--- src/pmrc_pkg.sv ---
// pmrc_pkg: shared constants for the power mode and reset control block
// assumes: included before every design file that refers to pmrc_pkg
package pmrc_pkg;
  // =====================================================================
  // register map
  localparam logic [7:0] PMRC_ADDR_POWER_CTRL = 8'h87;
  localparam logic [7:0] PMRC_ADDR_WDOG_CTRL = 8'hD8;
  localparam logic [7:0] PMRC_ADDR_TIMED_KEY = 8'hC7;
  localparam logic [7:0] PMRC_ADDR_OPTION = 8'hA2;
  localparam logic [7:0] PMRC_ADDR_IRQ_EN = 8'hA8;
  localparam logic [7:0] PMRC_ADDR_STATUS = 8'hF0;
  // =====================================================================
  // power control fields
  localparam int PMRC_BIT_IDLE = 0;
  localparam int PMRC_BIT_PDOWN = 1;
  // option register field
  localparam int PMRC_BIT_STROBE_HOLD = 2;
  // interrupt enable fields
  localparam int PMRC_BIT_EXT0_EN = 0;
  localparam int PMRC_BIT_EXT1_EN = 2;
  localparam int PMRC_BIT_GLOBAL_EN = 7;
  // =====================================================================
  // watchdog control fields
  localparam int PMRC_BIT_RESTART = 0;
  localparam int PMRC_BIT_WD_EN = 1;
  localparam int PMRC_BIT_WD_RESET_FLAG = 2;
  localparam int PMRC_BIT_WD_IRQ_FLAG = 3;
  localparam int PMRC_BIT_POWER_ON_FLAG = 6;
  localparam logic [7:0] PMRC_WDOG_PROTECT_MASK = 8'h4B;
  localparam logic [7:0] PMRC_WDOG_IMPL_MASK = 8'h4F;
  // =====================================================================
  // reset values
  localparam logic [7:0] PMRC_RST_WDOG_EXT = 8'h00;
  localparam logic [7:0] PMRC_RST_WDOG_WD = 8'h04;
  localparam logic [7:0] PMRC_RST_WDOG_POR = 8'h40;
  localparam logic [7:0] PMRC_RST_PORT = 8'hFF;
  localparam logic [7:0] PMRC_RST_STACK = 8'h07;
  localparam logic [15:0] PMRC_RST_PC = 16'h0000;
  // timed access key bytes
  localparam logic [7:0] PMRC_KEY_FIRST = 8'hAA;
  localparam logic [7:0] PMRC_KEY_SECOND = 8'h55;
  localparam int PMRC_KEY_WINDOW = 3;
  // =====================================================================
  // timing
  localparam int PMRC_CLK_NS = 40;
  localparam int PMRC_RST_MIN_PERIODS = 8;
  localparam int PMRC_RST_MIN_NS = PMRC_RST_MIN_PERIODS * PMRC_CLK_NS;
  localparam int PMRC_RST_MIN_CYC = (PMRC_RST_MIN_NS + PMRC_CLK_NS - 1) / PMRC_CLK_NS;
  localparam int PMRC_WD_GRACE_PERIODS = 512;
  localparam int PMRC_WD_GRACE_NS = PMRC_WD_GRACE_PERIODS * PMRC_CLK_NS;
  localparam int PMRC_WD_GRACE_CYC = PMRC_WD_GRACE_NS / PMRC_CLK_NS;
  localparam int PMRC_WD_TIMEOUT_CYC = 4096;
  // =====================================================================
  // power states
  typedef enum logic [1:0] {
    PMRC_RUN = 2'b00,
    PMRC_IDLE = 2'b01,
    PMRC_PDOWN = 2'b10
  } pmrc_mode_type;
  // reset cause codes
  typedef enum logic [1:0] {
    PMRC_CAUSE_NONE = 2'b00,
    PMRC_CAUSE_EXT = 2'b01,
    PMRC_CAUSE_WD = 2'b10,
    PMRC_CAUSE_POR = 2'b11
  } pmrc_cause_type;
endpackage

--- src/pmrc_counter.sv ---
// pmrc_counter: clearable up counter with a terminal flag
// assumes: one clock, synchronous active-high reset
`timescale 1ns/1ps
`default_nettype none
module pmrc_counter #(
  parameter int WIDTH = 13
) (
  // clock and reset
  input wire logic ref_clk,
  input wire logic sys_rst,
  // control
  input wire logic clear,
  input wire logic count_en,
  input wire logic [WIDTH-1:0] limit,
  // status
  output logic at_limit
);
  logic [WIDTH-1:0] count_q;

  // =====================================================================
  // counting; sticks at the limit until cleared
  always_ff @(posedge ref_clk) begin
    if (sys_rst || clear) begin
      count_q <= '0;
    end else if (count_en && count_q != limit) begin
      count_q <= count_q + 1'b1;
    end
  end

  assign at_limit = (count_q == limit);
endmodule
`default_nettype wire

--- src/pmrc_top.sv ---
// pmrc_top: idle and power-down sequencing, reset cause tracking, watchdog control
// assumes: register port from the core, reset pin and interrupt pins synchronous to ref_clk
//
// Strobed register access was chosen for this implementation.
`timescale 1ns/1ps
`default_nettype none
module pmrc_top
  import pmrc_pkg::*;
#(
  parameter int WD_TIMEOUT_CYC = pmrc_pkg::PMRC_WD_TIMEOUT_CYC
) (
  // clock and reset
  input wire logic ref_clk,
  input wire logic sys_rst,
  // register port
  input wire logic [7:0] reg_addr,
  input wire logic [7:0] reg_wdata,
  input wire logic reg_wr,
  input wire logic reg_rd,
  output logic [7:0] reg_rdata,
  // external pins
  input wire logic reset_pin,
  input wire logic ext_irq0_n,
  input wire logic ext_irq1_n,
  // interrupts from other blocks while idle
  input wire logic periph_irq,
  input wire logic irq_ack,
  // port data from the core
  input wire logic [7:0] port_data,
  // clock gates and core control
  output logic cpu_clk_en,
  output logic periph_clk_en,
  output logic core_reset,
  output logic [15:0] pc_load,
  output logic [7:0] stack_init,
  output logic skip_next,
  output logic wake_irq,
  // pins
  output logic ale_out,
  output logic prog_store_strobe,
  output logic [7:0] port_out
);
  import pmrc_pkg::*;

  pmrc_mode_type mode_q;
  logic [1:0] power_ctrl_q;
  logic [7:0] watchdog_control_q;
  logic [7:0] option_q;
  logic [7:0] irq_en_q;
  logic [7:0] port_q;
  logic [7:0] reg_rdata_q;
  logic [3:0] rst_cnt_q;
  logic ext_rst_q;
  logic por_done_q;
  logic key_first_q;
  logic [1:0] key_win_q;
  logic grace_q;
  logic wd_rst_q;
  logic core_reset_q;
  logic skip_q;
  logic wake_irq_q;
  logic wr_power_ctrl;
  logic wr_wdog;
  logic timed_ok;
  logic wd_timeout;
  logic grace_end;
  logic ext_wake;
  logic idle_wake;
  logic any_rst;
  pmrc_cause_type cause;

  // =====================================================================
  // decode
  assign wr_power_ctrl = reg_wr && reg_addr == PMRC_ADDR_POWER_CTRL;
  assign wr_wdog = reg_wr && reg_addr == PMRC_ADDR_WDOG_CTRL;
  assign timed_ok = key_win_q != 2'b00;

  // =====================================================================
  // external reset filter
  // eight clock hold
  always_ff @(posedge ref_clk) begin
    if (sys_rst || !reset_pin) begin
      rst_cnt_q <= 4'h0;
      ext_rst_q <= 1'b0;
    end else if (rst_cnt_q != PMRC_RST_MIN_CYC[3:0] - 4'h1) begin
      rst_cnt_q <= rst_cnt_q + 4'h1;
    end else begin
      ext_rst_q <= 1'b1;
    end
  end

  // the first cycle after sys_rst counts as the power-on reset
  always_ff @(posedge ref_clk) begin
    if (sys_rst) begin
      por_done_q <= 1'b0;
    end else begin
      por_done_q <= 1'b1;
    end
  end

  assign any_rst = ext_rst_q || wd_rst_q;
  always_comb begin
    if (!por_done_q) begin
      cause = PMRC_CAUSE_POR;
    end else if (ext_rst_q) begin
      cause = PMRC_CAUSE_EXT;
    end else if (wd_rst_q) begin
      cause = PMRC_CAUSE_WD;
    end else begin
      cause = PMRC_CAUSE_NONE;
    end
  end

  // =====================================================================
  // timed access key: two key bytes open a short write window
  always_ff @(posedge ref_clk) begin
    if (sys_rst) begin
      key_first_q <= 1'b0;
      key_win_q <= 2'b00;
    end else if (reg_wr && reg_addr == PMRC_ADDR_TIMED_KEY) begin
      key_first_q <= reg_wdata == PMRC_KEY_FIRST;
      key_win_q <= (key_first_q && reg_wdata == PMRC_KEY_SECOND) ?
        PMRC_KEY_WINDOW[1:0] : 2'b00;
    end else if (key_win_q != 2'b00) begin
      key_win_q <= key_win_q - 2'b01;
    end
  end

  // =====================================================================
  // watchdog: timeout counter, then grace before reset
  // keeps counting in idle
  pmrc_counter #(
    .WIDTH(13)
  ) u_timeout (
    .ref_clk(ref_clk),
    .sys_rst(sys_rst),
    .clear(any_rst || (wr_wdog && timed_ok && reg_wdata[PMRC_BIT_RESTART])),
    .count_en(mode_q != PMRC_PDOWN),
    .limit(13'(WD_TIMEOUT_CYC)),
    .at_limit(wd_timeout)
  );

  pmrc_counter #(
    .WIDTH(10)
  ) u_grace (
    .ref_clk(ref_clk),
    .sys_rst(sys_rst),
    .clear(!grace_q),
    .count_en(grace_q && mode_q != PMRC_PDOWN),
    .limit(10'(PMRC_WD_GRACE_CYC)),
    .at_limit(grace_end)
  );

  always_ff @(posedge ref_clk) begin
    if (sys_rst || any_rst) begin
      grace_q <= 1'b0;
      wd_rst_q <= 1'b0;
    end else if (wr_wdog && timed_ok && reg_wdata[PMRC_BIT_RESTART]) begin
      grace_q <= 1'b0;
    end else if (wd_timeout && !grace_q) begin
      grace_q <= 1'b1;
    end else if (grace_q && grace_end && watchdog_control_q[PMRC_BIT_WD_EN]) begin
      wd_rst_q <= 1'b1;
    end
  end

  // =====================================================================
  // watchdog control register
  // load by reset source
  always_ff @(posedge ref_clk) begin
    if (sys_rst) begin
      watchdog_control_q <= PMRC_RST_WDOG_POR;
    end else begin
      case (cause)
        PMRC_CAUSE_POR: watchdog_control_q <= PMRC_RST_WDOG_POR;
        PMRC_CAUSE_EXT: begin
          watchdog_control_q <= PMRC_RST_WDOG_EXT;
          watchdog_control_q[PMRC_BIT_WD_RESET_FLAG] <=
            watchdog_control_q[PMRC_BIT_WD_RESET_FLAG];
          watchdog_control_q[PMRC_BIT_WD_EN] <= watchdog_control_q[PMRC_BIT_WD_EN];
        end
        PMRC_CAUSE_WD: begin
          watchdog_control_q <= PMRC_RST_WDOG_WD;
          watchdog_control_q[PMRC_BIT_WD_EN] <= watchdog_control_q[PMRC_BIT_WD_EN];
        end
        default: begin
          if (wr_wdog) begin
            watchdog_control_q <= (timed_ok ?
              reg_wdata : (reg_wdata & ~PMRC_WDOG_PROTECT_MASK) |
              (watchdog_control_q & PMRC_WDOG_PROTECT_MASK)) & PMRC_WDOG_IMPL_MASK;
            watchdog_control_q[PMRC_BIT_RESTART] <= 1'b0;
          end
          // timeout flag: set wins over a clear
          if (wd_timeout && !grace_q) begin
            watchdog_control_q[PMRC_BIT_WD_IRQ_FLAG] <= 1'b1;
          end
        end
      endcase
    end
  end

  // =====================================================================
  // wake sources
  // enabled external pin and global enable
  assign ext_wake = irq_en_q[PMRC_BIT_GLOBAL_EN] &&
    ((irq_en_q[PMRC_BIT_EXT0_EN] && !ext_irq0_n) ||
     (irq_en_q[PMRC_BIT_EXT1_EN] && !ext_irq1_n));
  assign idle_wake = ext_wake || periph_irq ||
    (watchdog_control_q[PMRC_BIT_WD_IRQ_FLAG] && watchdog_control_q[PMRC_BIT_WD_EN]);

  // =====================================================================
  // power mode sequencer
  always_ff @(posedge ref_clk) begin
    if (sys_rst || any_rst) begin
      mode_q <= PMRC_RUN;
      power_ctrl_q <= 2'b00;
    end else begin
      case (mode_q)
        PMRC_RUN: begin
          if (wr_power_ctrl) begin
            power_ctrl_q <= reg_wdata[1:0];
            if (reg_wdata[PMRC_BIT_PDOWN]) begin
              mode_q <= PMRC_PDOWN;
            end else if (reg_wdata[PMRC_BIT_IDLE]) begin
              mode_q <= PMRC_IDLE;
            end
          end
        end
        PMRC_IDLE: begin
          if (idle_wake) begin
            mode_q <= PMRC_RUN;
            power_ctrl_q <= 2'b00;
          end
        end
        PMRC_PDOWN: begin
          if (ext_wake) begin
            mode_q <= PMRC_RUN;
            power_ctrl_q <= 2'b00;
          end
        end
        default: mode_q <= PMRC_RUN;
      endcase
    end
  end

  // wake interrupt pulse, and skip flag for reset out of idle
  // no stray instruction after reset
  always_ff @(posedge ref_clk) begin
    if (sys_rst) begin
      wake_irq_q <= 1'b0;
      skip_q <= 1'b0;
      core_reset_q <= 1'b1;
    end else begin
      wake_irq_q <= (mode_q == PMRC_IDLE && idle_wake) ||
        (mode_q == PMRC_PDOWN && ext_wake && !any_rst);
      skip_q <= any_rst && mode_q == PMRC_IDLE ? 1'b1 : (irq_ack ? 1'b0 : skip_q);
      // core reset while any reset holds
      core_reset_q <= any_rst || !por_done_q;
    end
  end

  // =====================================================================
  // option, enable and port registers
  // ports reset to FFh
  always_ff @(posedge ref_clk) begin
    if (sys_rst || any_rst) begin
      option_q <= 8'h00;
      irq_en_q <= 8'h00;
      port_q <= PMRC_RST_PORT;
    end else begin
      if (reg_wr && reg_addr == PMRC_ADDR_OPTION) begin
        option_q <= reg_wdata;
      end
      if (reg_wr && reg_addr == PMRC_ADDR_IRQ_EN) begin
        irq_en_q <= reg_wdata;
      end
      if (mode_q == PMRC_RUN) begin
        port_q <= port_data;
      end
    end
  end

  // =====================================================================
  // register read, one cycle after the strobe
  always_ff @(posedge ref_clk) begin
    if (sys_rst) begin
      reg_rdata_q <= 8'h00;
    end else if (reg_rd) begin
      case (reg_addr)
        PMRC_ADDR_POWER_CTRL: reg_rdata_q <= {6'h00, power_ctrl_q};
        PMRC_ADDR_WDOG_CTRL: reg_rdata_q <= watchdog_control_q;
        PMRC_ADDR_OPTION: reg_rdata_q <= option_q;
        PMRC_ADDR_IRQ_EN: reg_rdata_q <= irq_en_q;
        PMRC_ADDR_STATUS: reg_rdata_q <= {4'h0, skip_q, timed_ok, mode_q};
        default: reg_rdata_q <= 8'h00;
      endcase
    end else begin
      reg_rdata_q <= 8'h00;
    end
  end

  // =====================================================================
  // outputs
  // only cpu clock gated in idle
  assign cpu_clk_en = mode_q == PMRC_RUN;
  assign periph_clk_en = mode_q != PMRC_PDOWN;
  assign ale_out = mode_q == PMRC_PDOWN ? option_q[PMRC_BIT_STROBE_HOLD] : 1'b1;
  assign prog_store_strobe = ale_out;
  // reset values; ram is not touched here
  assign pc_load = PMRC_RST_PC;
  assign stack_init = PMRC_RST_STACK;
  assign port_out = port_q;
  assign core_reset = core_reset_q;
  assign skip_next = skip_q;
  assign wake_irq = wake_irq_q;
  assign reg_rdata = reg_rdata_q;
endmodule
`default_nettype wire

--- config.mk ---
export PLATFORM = sky130hd
export DESIGN_NAME = pmrc_top
export DESIGN_NICKNAME = d
export VERILOG_FILES = /design/src/pmrc_pkg.sv /design/src/pmrc_counter.sv /design/src/pmrc_top.sv
export SDC_FILE = /design/constraint.sdc
export NUM_CORES = 1
export LEC_CHECK = 0
export ABC_CLOCK_PERIOD_IN_PS = 3750
export BUFFER_PORTS_ARGS = -buffer_cell sky130_fd_sc_hd__buf_2
export CORE_ASPECT_RATIO = 0.8
export CORE_MARGIN = 2
export CORE_UTILIZATION = 50
export CTS_CLUSTER_SIZE = 20
export DETAILED_ROUTE_END_ITERATION = 10
export PLACE_DENSITY_LB_ADDON = 0.2
export SLEW_MARGIN = 30
export SYNTH_ARGS = -nofsm -noshare
export SYNTH_HDL_FRONTEND = slang
export SYNTH_SLANG_ARGS = --single-unit
--- constraint.sdc ---
create_clock -name ref_clk -period 3.75 [get_ports ref_clk]
set_clock_uncertainty 0.15 [all_clocks]
set_input_delay 0.5625 -clock ref_clk [delete_from_list [all_inputs] [get_ports ref_clk]]
set_output_delay 0.5625 -clock ref_clk [all_outputs]
set_load 0.03 [all_outputs]
# After elaboration in Yosys (flattened, before gate mapping)
# Cells that the tools add are included.
[op_classes]
addsub = 4
reduce_logical = 55
n_mux = 23
bitwise = 6
eq_ne = 23
[ops]
columns = ["cell", "n"]
rows = [
  ["$eq 8x8->1 const B", 7],
  ["$pmux 8 s5", 1],
  ["$mux 2", 12],
  ["$pmux 8 s3", 1],
  ["$logic_and 1x1->1", 22],
  ["$add 13x1->13 const B", 1],
  ["$eq 13x13->1 const B", 1],
  ["$ne 13x13->1 const B", 1],
  ["$pmux 2 s3", 2],
  ["$logic_or 1x1->1", 11],
  ["$add 10x1->10 const B", 1],
  ["$eq 10x10->1 const B", 1],
  ["$ne 10x10->1 const B", 1],
  ["$eq 8x7->1 const B", 1],
  ["$mux 8", 1],
  ["$reduce_and 4->1", 2],
  ["$reduce_bool 2->1", 4],
  ["$mux 7", 1],
  ["$or 6x7->7", 1],
  ["$eq 2x2->1 const B", 3],
  ["$logic_not 1->1", 6],
  ["$ne 2x2->1 const B", 3],
  ["$reduce_and 3->1", 2],
  ["$reduce_bool 3->1", 2],
  ["13 further kinds", 23],
]
[totals]
elab_cells = 133
input_bits = 33
out_inout_bits = 47
regBits = 81

# Depth between registers and ports, before layout
# Gate-level depths: netlist of run 1.
[depth]
ltp_word = 8
ltp_mapped = 7

# Modules after synthesis
# A second synthesis of run 1 with hierarchy kept.
[hier_totals]
cells_unflattened = 475
hier_area_um2 = 4185.3
[modules_own_cells]
columns = ["mod", "instances", "area_each_um2", "cells_each", "seq_area_each_um2"]
rows = [
  ["pmrc_top", 1, 2743.9, 311, 1081.0],
  ["pmrc_counter (u_timeout)", 1, 835.8, 92, 260.2],
  ["pmrc_counter (u_grace)", 1, 605.6, 72, 200.2],
]

# Worst setup path before layout of run 1
# Ideal clock, no wire load.
[synth_timing]
path_type = "input-to-reg"
start = "input reg_addr[4]"
end = "register key_win_q[0]"
stages = 4
slack_ns = 1.706
path_buffers = 0
arrival_ns = 1.824
setup_time_ns = 0.070
cell_sequence = "nand4bb_1 > or3_4 > or4_1 > a21oi_1"
[synth_via]
elab_chain_cells = 3
word_cells_on_any_way = 4
[synth_lines]
columns = ["item", "line_no", "text"]
rows = [
  ["from (decl)", "pmrc_top.sv:16", "input wire logic [7:0] reg_addr,"],
  ["$eq 8x8->1 (*)", "pmrc_top.sv:120", "end else if (reg_wr && reg_addr == PMRC_ADDR_TIMED_KEY) begin"],
  ["$logic_and 1x1->1 (*)", "pmrc_top.sv:120", ""],
  ["$mux 2 or $reduce_bool 2->1 (tied branches)", "-", ""],
  ["to (signal assigned)", "pmrc_top.sv:122", "key_win_q <= (key_first_q && reg_wdata == PMRC_KEY_SECOND) ?"],
  ["to (signal assigned)", "pmrc_top.sv:125", "key_win_q <= key_win_q - 2'b01;"],
  ["to (decl)", "pmrc_top.sv:56", "logic [1:0] key_win_q;"],
]
# Every way passes the cells marked *; elsewhere a longest branch is shown, timed or not.
# A chain may end at the register's enable or synchronous reset.

# Worst setup path after layout of run 1
[layout_timing]
start = "register mode_q[1]"
end = "output cpu_clk_en"
[layout_via]
elab_chain_cells = 1
[layout_lines]
columns = ["item", "line_no", "text"]
rows = [
  ["from (decl)", "pmrc_top.sv:45", "pmrc_mode_type mode_q;"],
  ["from (signal assigned)", "pmrc_top.sv:215", "mode_q <= PMRC_RUN;"],
  ["from (signal assigned)", "pmrc_top.sv:223", "mode_q <= PMRC_PDOWN;"],
  ["from (signal assigned)", "pmrc_top.sv:225", "mode_q <= PMRC_IDLE;"],
  ["$logic_not 2->1", "pmrc_top.sv:305", "assign cpu_clk_en = mode_q == PMRC_RUN;"],
  ["to (decl)", "pmrc_top.sv:31", "output logic cpu_clk_en,"],
]
# No other way between the ends.

==> results of run 1 <==
## where the power goes
group	total [mW]	switching, mW	internal (mW)
clock network	0.544	0.309	0.235
logic	0.140	0.0983	0.0415
registers	0.838	0.00869	0.829
total	1.52	0.416	1.10
## logic make-up after synthesis
logic type	after synthesis	share of synthesized area
AOI/OAI and AO/OA	62	0.1155
xor gates and xnor gates	20	0.04689
adders and majority gates	10	0.03349
buffers and inverters	54	0.08070
DFF	77	0.4126
muxes	29	0.07770
other	2	0.002010
and+or+nand+nor	166	0.2311
## layout make-up
cell class / count / area [um2]
clock buffers: 9 / 123.9
fillers: 689 / 3157
well taps: 90 / 112.6
clock inverters: 7 / 42.54
multi-input cells: 311 / 1976
flip-flops and latches: 77 / 1541
inverters: 19 / 71.32
repair buffers: 58 / 297.8
## critical path, stage by stage (launching register included)
cell	delay (ns)
dfxtp_1	0.35
inv_1	0.10
ha_1	0.56
buf_2	0.31
## flip-flops by register name (all words and copies together), names as in the netlist
name	cells
u_timeout.count_q	13
u_grace.count_q	10
irq_en_q	8
option_q	8
port_out	8
reg_rdata	8
rst_cnt_q	4
watchdog_control_q	4
key_win_q	2
mode_q	2
power_ctrl_q	2
core_reset	1
ext_rst_q	1
grace_q	1
key_first_q	1
por_done_q	1
skip_next	1
wake_irq	1
wd_rst_q	1
## layout by cell type (no fill, tap or decap), types with 3 or more instances in the layout
| cell type | n |
|---|---|
| a211oi_1 | 3 |
| a21oi_1 | 16 |
| a22o_1 | 5 |
| a22oi_1 | 4 |
| a31oi_1 | 7 |
| and2_1 | 3 |
| buf_2 | 55 |
| buf_4 | 3 |
| clkbuf_8 | 9 |
| clkinv_2 | 4 |
| clkinvlp_4 | 3 |
| conb_1 | 24 |
| dfxtp_1 | 77 |
| ha_1 | 10 |
| inv_1 | 18 |
| mux2i_1 | 29 |
| nand2_1 | 36 |
| nand2b_1 | 7 |
| nand3_1 | 12 |
| nand3b_1 | 7 |
| nand4_1 | 5 |
| nor2_1 | 51 |
| nor2b_1 | 6 |
| nor3_1 | 8 |
| nor4_1 | 10 |
| nor4b_1 | 4 |
| o21ai_0 | 8 |
| or3_1 | 4 |
| xnor2_1 | 17 |
| xor2_1 | 3 |
## routing by layer
metal,part of all wire,vias up,track usage
met5,0,-,0
li1,-,1538,-
met2,0.45,88,0.3207
met1,0.48,1486,0.2753
met4,0.017,0,0.06849
met3,0.053,11,0.07143
## per-stage QoR
step | utilization | hold WS [ns] | cells | cell area [um2]
2_1_floorplan | - | 0.2850 | 442 | 3819
3_3_place_gp | 0.5461 | 0.2972 | 555 | 3999
3_5_place_dp | 0.5461 | 0.3037 | 555 | 3999
4_1_cts | 0.5689 | 0.2584 | 571 | 4165
5_1_grt | 0.5689 | 0.2526 | 571 | 4165
6_report | 0.5689 | 0.2633 | 571 | 4165
## worst min path at each step
| stage | startpoint | slack (ns) | to | cells after the start |
|---|---|---|---|---|
| after floorplan | power_ctrl_q[1] | 0.28 | power_ctrl_q[1] | 2 |
| after global placement | key_first_q | 0.30 | key_first_q | 2 |
| after detailed placement | key_first_q | 0.30 | key_first_q | 2 |
| after CTS | port_data[0] | 0.26 | port_out[0] | 3 |
| after global routing | port_data[4] | 0.25 | port_out[4] | 3 |
| final | port_data[1] | 0.26 | port_out[1] | 3 |
==> out/results.ini, run 1 <==
[sta]
drv_slew=0
setup_slack_ns=1.350
rsz0062_at_grt=false
period_minus_slack_ns=2.400
fin_crit_sh=0.6400
tns_ns=0
finalSetupViolCount=0
fmax_mhz=416.7
tightest_slew_ns=0.8410
hold_viol=0
relSlewSlack=0.4317

[layout]
nets=519
areaGrowthSynthToFinish_pct=11.49
drive_gt1_frac=0.1663
antenna_cells=0

[critical_path]
crit_path_end=cpu_clk_en
critical_path_arrival_ns=1.69
r2r_cells=4
crit_fanout=13
cp.required_ns=3.04
crit_type=reg -> out
cp-start-kind=flop
r2r_start=ext_rst_q
worstSetupEndpointType=output port
crit_start=mode_q[1]
reg2reg_slack_ns=1.55
r2r-end=u_timeout.count_q[9]

[clock_tree]
clock-sinks=77
clkTransAtPathRegs_ns=0.08
clock_path_buffers=2
h-tree-depth=3
cts_tree=done
cts-buffers-inserted=9
postCtsHoldBufs=0
insertion_delay_ns=0.36
cts-root-buf=clkbuf_8
ctsResizeCount=0
postCtsSetupBuffers=0

[floorplanning]
core_um2=7322
start_util=0.5103
io_pins=80
chipHeight_um=81.32
die-area_um2=8184
num_rows=28
die_w_um=100.6

[grt]
grt_pass1_vias=2758
grt_pass1_wl_mm=13.21
antenna_found_initial=0
grt_max_degree=20
grt-ovfl-total=0
grt_use_total=0.2086

[power_and_ir_drop]
ir_drop_mv=0.2153
total_power_mw=1.521
p_leak_nw=1.745
powerDensity_nw_per_um2=365.2

[synthesis]
postSynthAreaPerCell_um2=8.895
netlist_area_um2=3736
synth_ff_type=dfxtp_1
synth.most_common_cell=dfxtp_1
ys_seq_area_frac=0.4126
synth_commonest_cells=dfxtp_1, nor2_1, nand2_1
yosys_warnings=0
yosys.area.top_type_share=0.4126
synth_cell_type_count=56
ys_ff_latch=77
synth-edff-count=0
synthArstFlopShare=0
synth_top_area_cell=dfxtp_1
synthTopCellsByArea=dfxtp_1, mux2i_1, nor2_1, buf_4, xnor2_1
syn_inst=420

[run_status]
status=completed

[placement]
portBuffers=55
place.gp.congestion=0.8171
dpl.hpwl_mm=6.004
dpl_worst_slack_ns=1.329

[drt]
drt-wirelength-per-cell_um=14.29
drc_errors=0
route.vias.total=3123
first_pass_iters=4
routed_wl_mm=8.160
postRouteAntennaNets=0
vias_per_cell=5.469
drt_iter0_markers=128

[job]
maxCapViolations=0

[min_path]
hp-class=in -> reg

Note: power is estimated with default switching activity, not from simulation.
==> run 2: changes to the inputs <==
Settings changed: ABC_CLOCK_PERIOD_IN_PS 3750 to 2400.
Clock period 3.75 ns to 2.4 ns, I/O delays scaled along.
==> out/results.ini, run 2 (synthesized netlist as in run 1, its figures left out) <==
[grt]
grt_use_total=0.2093  ; was 0.2086
grt_pass1_wl_mm=13.53  ; was 13.21 mm
grt-ovfl-total=0  ; unchanged
grt_max_degree=17  ; was 20
antenna_found_initial=0  ; unchanged
grt_pass1_vias=2846  ; was 2,758

[job]
maxCapViolations=0  ; unchanged

[clock_tree]
clkTransAtPathRegs_ns=0.08  ; about the same
cts-buffers-inserted=9  ; unchanged
ctsResizeCount=0  ; unchanged
h-tree-depth=3  ; unchanged
postCtsSetupBuffers=0  ; unchanged
insertion_delay_ns=0.35  ; was 0.36 ns
clock-sinks=77  ; unchanged
postCtsHoldBufs=0  ; unchanged
clock_path_buffers=2  ; unchanged
cts_tree=done  ; unchanged
cts-root-buf=clkbuf_8  ; unchanged

[layout]
layout_common_cells=dfxtp_1, buf_2, nor2_1, nand2_1, mux2i_1  ; unchanged
nets=528  ; was 519
largest_reg_flops=13  ; unchanged
nFillCells=665  ; was 689
antenna_cells=0  ; unchanged
areaGrowthSynthToFinish_pct=13.93  ; was 11.49%
reg_top3=u_timeout.count_q x13, u_grace.count_q x10  ; unchanged
multi_input_area_um2=1976  ; unchanged
final_common_cell=dfxtp_1  ; unchanged
largest_register=u_timeout.count_q  ; unchanged
regArea_um2=1541  ; unchanged
drive_gt1_frac=0.1816  ; was 0.1663

[placement]
portBuffers=55  ; unchanged
dpl.hpwl_mm=6.077  ; was 6.004 mm
place.gp.congestion=0.8097  ; was 0.8171

[floorplanning]
chipHeight_um=81.32  ; unchanged
start_util=0.5103  ; unchanged
die-area_um2=8184  ; unchanged
num_rows=28  ; unchanged
die_w_um=100.6  ; unchanged
core_um2=7322  ; unchanged
io_pins=80  ; unchanged

[critical_path]
cp.required_ns=1.89  ; was 3.04 ns
critical_path_arrival_ns=1.71  ; was 1.69 ns
cp-start-kind=flop  ; unchanged
crit_fanout=7  ; was 13
worstSetupEndpointType=output port  ; unchanged
crit_type=reg -> out  ; unchanged

[drt]
vias_per_cell=5.422  ; was 5.469
postRouteAntennaNets=0  ; unchanged
drt-wirelength-per-cell_um=14.15  ; was 14.29 um
first_pass_iters=4  ; unchanged
routed_wl_mm=8.205  ; was 8.160 mm
drt_iter0_markers=133  ; was 128
drc_errors=0  ; unchanged
route.vias.total=3145  ; was 3,123

[power_and_ir_drop]
ir_drop_mv=0.2878  ; was 0.2153 mV
p_leak_nw=1.809  ; was 1.745 nW
powerDensity_nw_per_um2=582.1  ; was 365.2 nW/um2
total_power_mw=2.478  ; was 1.521 mW

[sta]
rsz0062_at_grt=false  ; unchanged
period_minus_slack_ns=2.221
relSlewSlack=0.5323  ; was 0.4317
tns_ns=0  ; unchanged
fin_crit_sh=0.9253
drv_slew=0  ; unchanged
hold_viol=0  ; unchanged
finalSetupViolCount=0  ; unchanged
tightest_slew_ns=0.6919  ; was 0.8410 ns
fmax_mhz=450.3

[min_path]
hp-class=in -> reg  ; unchanged

[run_status]
status=completed  ; unchanged

==> run 2: final timing paths <==
path	start	slack [ns]	end	depth (start not counted)
max	mode_q[0]	0.18	ale_out	5
min	port_data[4]	0.07	port_out[4]	3
max reg2reg	mode_q[0]	0.26	power_ctrl_q[1]	6
min reg2reg	power_ctrl_q[0]	0.32	power_ctrl_q[0]	2
==> run 2: cell type report <==
cell class / instances / share of cell area
inverter: 19 / 0.01675
multi-input combinational: 311 / 0.4641
tap: 90 / 0.02646
clock buffer: 9 / 0.02910
timing repair buffer: 67 / 0.08583
sequential: 77 / 0.3621
clock inverter: 7 / 0.01558
==> run 2: power by group <==
group | leakage [nW] | internal, mW | switching (mW)
Clock | 0.0987 | 0.474 | 0.472
Sequential | 0.624 | 1.30 | 0.0134
Combinational | 1.09 | 0.0679 | 0.155
Total | 1.81 | 1.84 | 0.641
==> run 2: metrics by stage <==
stage                     instance area [um2]  instances  hold WS [ns]    util  setup WS (ns)
after floorplan                          3819        442        0.2850       -         0.5046
after global placement                   4066        564        0.2985  0.5554         0.3527
after detailed placement                 4066        564        0.3050  0.5554         0.3175
after CTS                                4257        580       0.06137  0.5813         0.1757
after global routing                     4257        580       0.07908  0.5813        0.06842
final                                    4257        580       0.06762  0.5813         0.1794
==> run 2: per-layer routing <==
metal,global-route usage,share of wire,vias up
li1,-,-,1559
met1,0.2861,0.49,1485
met2,0.3240,0.44,86
met3,0.04561,0.048,15
met4,0.08082,0.018,0
met5,0,0,-
==> run 2: worst max-delay path: stages, from the launching register on <==
cell,delay (ns)
dfxtp_1,0.43
inv_1,0.10
ha_1,0.32
buf_4,0.20
nand2b_1,0.09
buf_2,0.20
==> run 3: changes to the inputs <==
Settings changed: ABC_CLOCK_PERIOD_IN_PS 2400 to 1790, CORE_UTILIZATION 50 to 41.
Clock period 2.4 ns to 1.79 ns, I/O delays scaled along.
==> out/results.ini, run 3 (synthesized netlist as in run 1, its figures left out) <==
[run_status]
status=completed  ; unchanged

[floorplanning]
chipHeight_um=89.38  ; was 81.32 um
io_pins=80  ; unchanged
core_um2=8960  ; was 7322 um2
die-area_um2=9897  ; was 8184 um2
num_rows=31  ; was 28
die_w_um=110.7  ; was 100.6 um
start_util=0.4170  ; was 0.5103

[layout]
nets=574  ; was 528
reg_top3=u_timeout.count_q x13, u_grace.count_q x10  ; unchanged
design_area_um2=4887  ; was 4257 um2
final_common_cell=dfxtp_1  ; unchanged
areaGrowthSynthToFinish_pct=30.81  ; was 13.93%
layout_common_cells=dfxtp_1, buf_2, nor2_1, buf_4, nand2_1  ; was dfxtp_1, buf_2, nor2_1, nand2_1, mux2i_1
largest_reg_flops=13  ; unchanged
antenna_cells=0  ; unchanged
drive_gt1_frac=0.2705  ; was 0.1816
largest_register=u_timeout.count_q  ; unchanged

[clock_tree]
clock_path_buffers=2  ; unchanged
cts-buffers-inserted=9  ; unchanged
insertion_delay_ns=0.33  ; was 0.35 ns
clkTransAtPathRegs_ns=0.06  ; was 0.08 ns
cts-root-buf=clkbuf_16  ; was clkbuf_8
clock-sinks=77  ; unchanged
h-tree-depth=3  ; unchanged
cts_tree=done  ; unchanged

[grt]
grt_pass1_wl_mm=14.62  ; was 13.53 mm
grt-ovfl-total=0  ; unchanged
antenna_found_initial=0  ; unchanged
grt_max_degree=17  ; unchanged
grt_use_total=0.1875  ; was 0.2093
grt_pass1_vias=2962  ; was 2,846

[critical_path]
crit_fanout=7  ; unchanged
critical_path_arrival_ns=1.88  ; was 1.71 ns
path_cells=inv_2, ha_4, nand3b_1, buf_4, or3_4, a21oi_2  ; was inv_1, ha_1, buf_4, nand2b_1, buf_2
cp_slowest_cell=or3_4  ; was dfxtp_1
cp.required_ns=1.90  ; was 1.89 ns
worstSetupEndpointType=flop  ; was output port
crit_type=reg -> reg  ; was reg -> out
cp-start-kind=flop  ; unchanged
slowest_delay_ns=0.36  ; was 0.43 ns
crit_family=simple AND/OR/NAND/NOR gates  ; was buffers and inverters
crit_buf_inv=2  ; was 3

[power_and_ir_drop]
total_power_mw=4.036  ; was 2.478 mW
p_leak_nw=2.091  ; was 1.809 nW
powerDensity_nw_per_um2=825.8  ; was 582.1 nW/um2
ir_drop_mv=0.6399  ; was 0.2878 mV

[min_path]
hp-class=in -> reg  ; unchanged

[drt]
drc_errors=0  ; unchanged
postRouteAntennaNets=0  ; unchanged
first_pass_iters=5  ; was 4
drt_iter0_markers=150  ; was 133
vias_per_cell=5.066  ; was 5.422
routed_wl_mm=9.264  ; was 8.205 mm
route.vias.total=3298  ; was 3,145
drt-wirelength-per-cell_um=14.23  ; was 14.15 um

[sta]
period_minus_slack_ns=1.771
fmax_mhz=564.7
hold_viol=0  ; unchanged
finalSetupViolCount=0  ; unchanged
drv_slew=0  ; unchanged
fin_crit_sh=0.9894
rsz0062_at_grt=true  ; was false

[placement]
portBuffers=55  ; unchanged
dpl.hpwl_mm=6.691  ; was 6.077 mm
dpl_cell_area_um2=4380  ; was 4066 um2
place.gp.congestion=0.9103  ; was 0.8097

[job]
maxCapViolations=0  ; unchanged

[run 3: changes by cell type in the layout (fill, tap and decap cells not counted), sizes merged]
cell / change
clkinvlp: +2
clkinv: -4
buf: +37
bufinv: +1
dlygate4sd3: +7
clkbuf: +3
[run 3: worst paths after layout]
path | start | end | slack, ns | cells after the start
worst max-delay path | mode_q[0] | u_grace.count_q[3] | 0.02 | 6
worst min-delay path | port_data[2] | port_out[2] | 0.01 | 3
worst max register to register | mode_q[0] | u_grace.count_q[3] | 0.02 | 6
worst min register to register | key_first_q | key_first_q | 0.32 | 2
[run 3: cell type report]
| cell class | instances | area, um2 |
|---|---|---|
| Clock inverter | 6 | 87.58 |
| Timing Repair Buffer | 113 | 755.7 |
| Clock buffer | 10 | 229.0 |
| Inverter | 19 | 71.32 |
| Multi-Input combinational cell | 311 | 2056 |
| Sequential cell | 77 | 1544 |
| Tap cell | 115 | 143.9 |
| Fill cell | 835 | 4073 |
[run 3: worst register-to-register path, stage by stage, from the launching register on]
cell	delay, ns
dfxtp_2	0.33
inv_2	0.05
ha_4	0.15
nand3b_1	0.30
buf_4	0.23
or3_4	0.36
a21oi_2	0.14
[run 3: per-layer routing]
layer | GRT usage | wire length, um | vias to the layer above | part of all wire
li1 | - | - | 1661 | -
met1 | 0.2503 | 4572 | 1541 | 0.49
met2 | 0.3034 | 4129 | 86 | 0.45
met3 | 0.05153 | 491 | 10 | 0.053
met4 | 0.05114 | 71 | 0 | 0.0077
met5 | 0 | 0 | - | 0
[run 3: power breakdown]
part / switching, mW / internal, mW
combinational: 0.224 / 0.134
clock: 0.704 / 1.22
sequential: 0.0172 / 1.74
total: 0.945 / 3.09
[run 3: metrics by stage]
| stage | TNS (ns) | util | hold WS [ns] | std cells | worst slack, ns |
|---|---|---|---|---|---|
| 6_report | 0 | 0.5455 | 0.01360 | 651 | 0.01903 |
| 3_3_place_gp | -4.757 | 0.4889 | 0.2931 | 625 | -0.1837 |
| 5_1_grt | -0.06379 | 0.5455 | 0.03865 | 651 | -0.03411 |
| 2_1_floorplan | 0 | - | 0.2109 | 442 | 0.01580 |
| 3_5_place_dp | -2.873 | 0.4889 | 0.3059 | 625 | -0.1622 |
| 4_1_cts | -0.04832 | 0.5346 | 0.002008 | 649 | -0.02475 |
[run 3: what timing repair did]
action	in CTS	in global routing
setup endpoints to repair	12	18
endpoints found under the hold margin	7	0
gates resized for setup	4	20
setup buffers	1	2
hold buffers	7	0
pin swaps	1	5
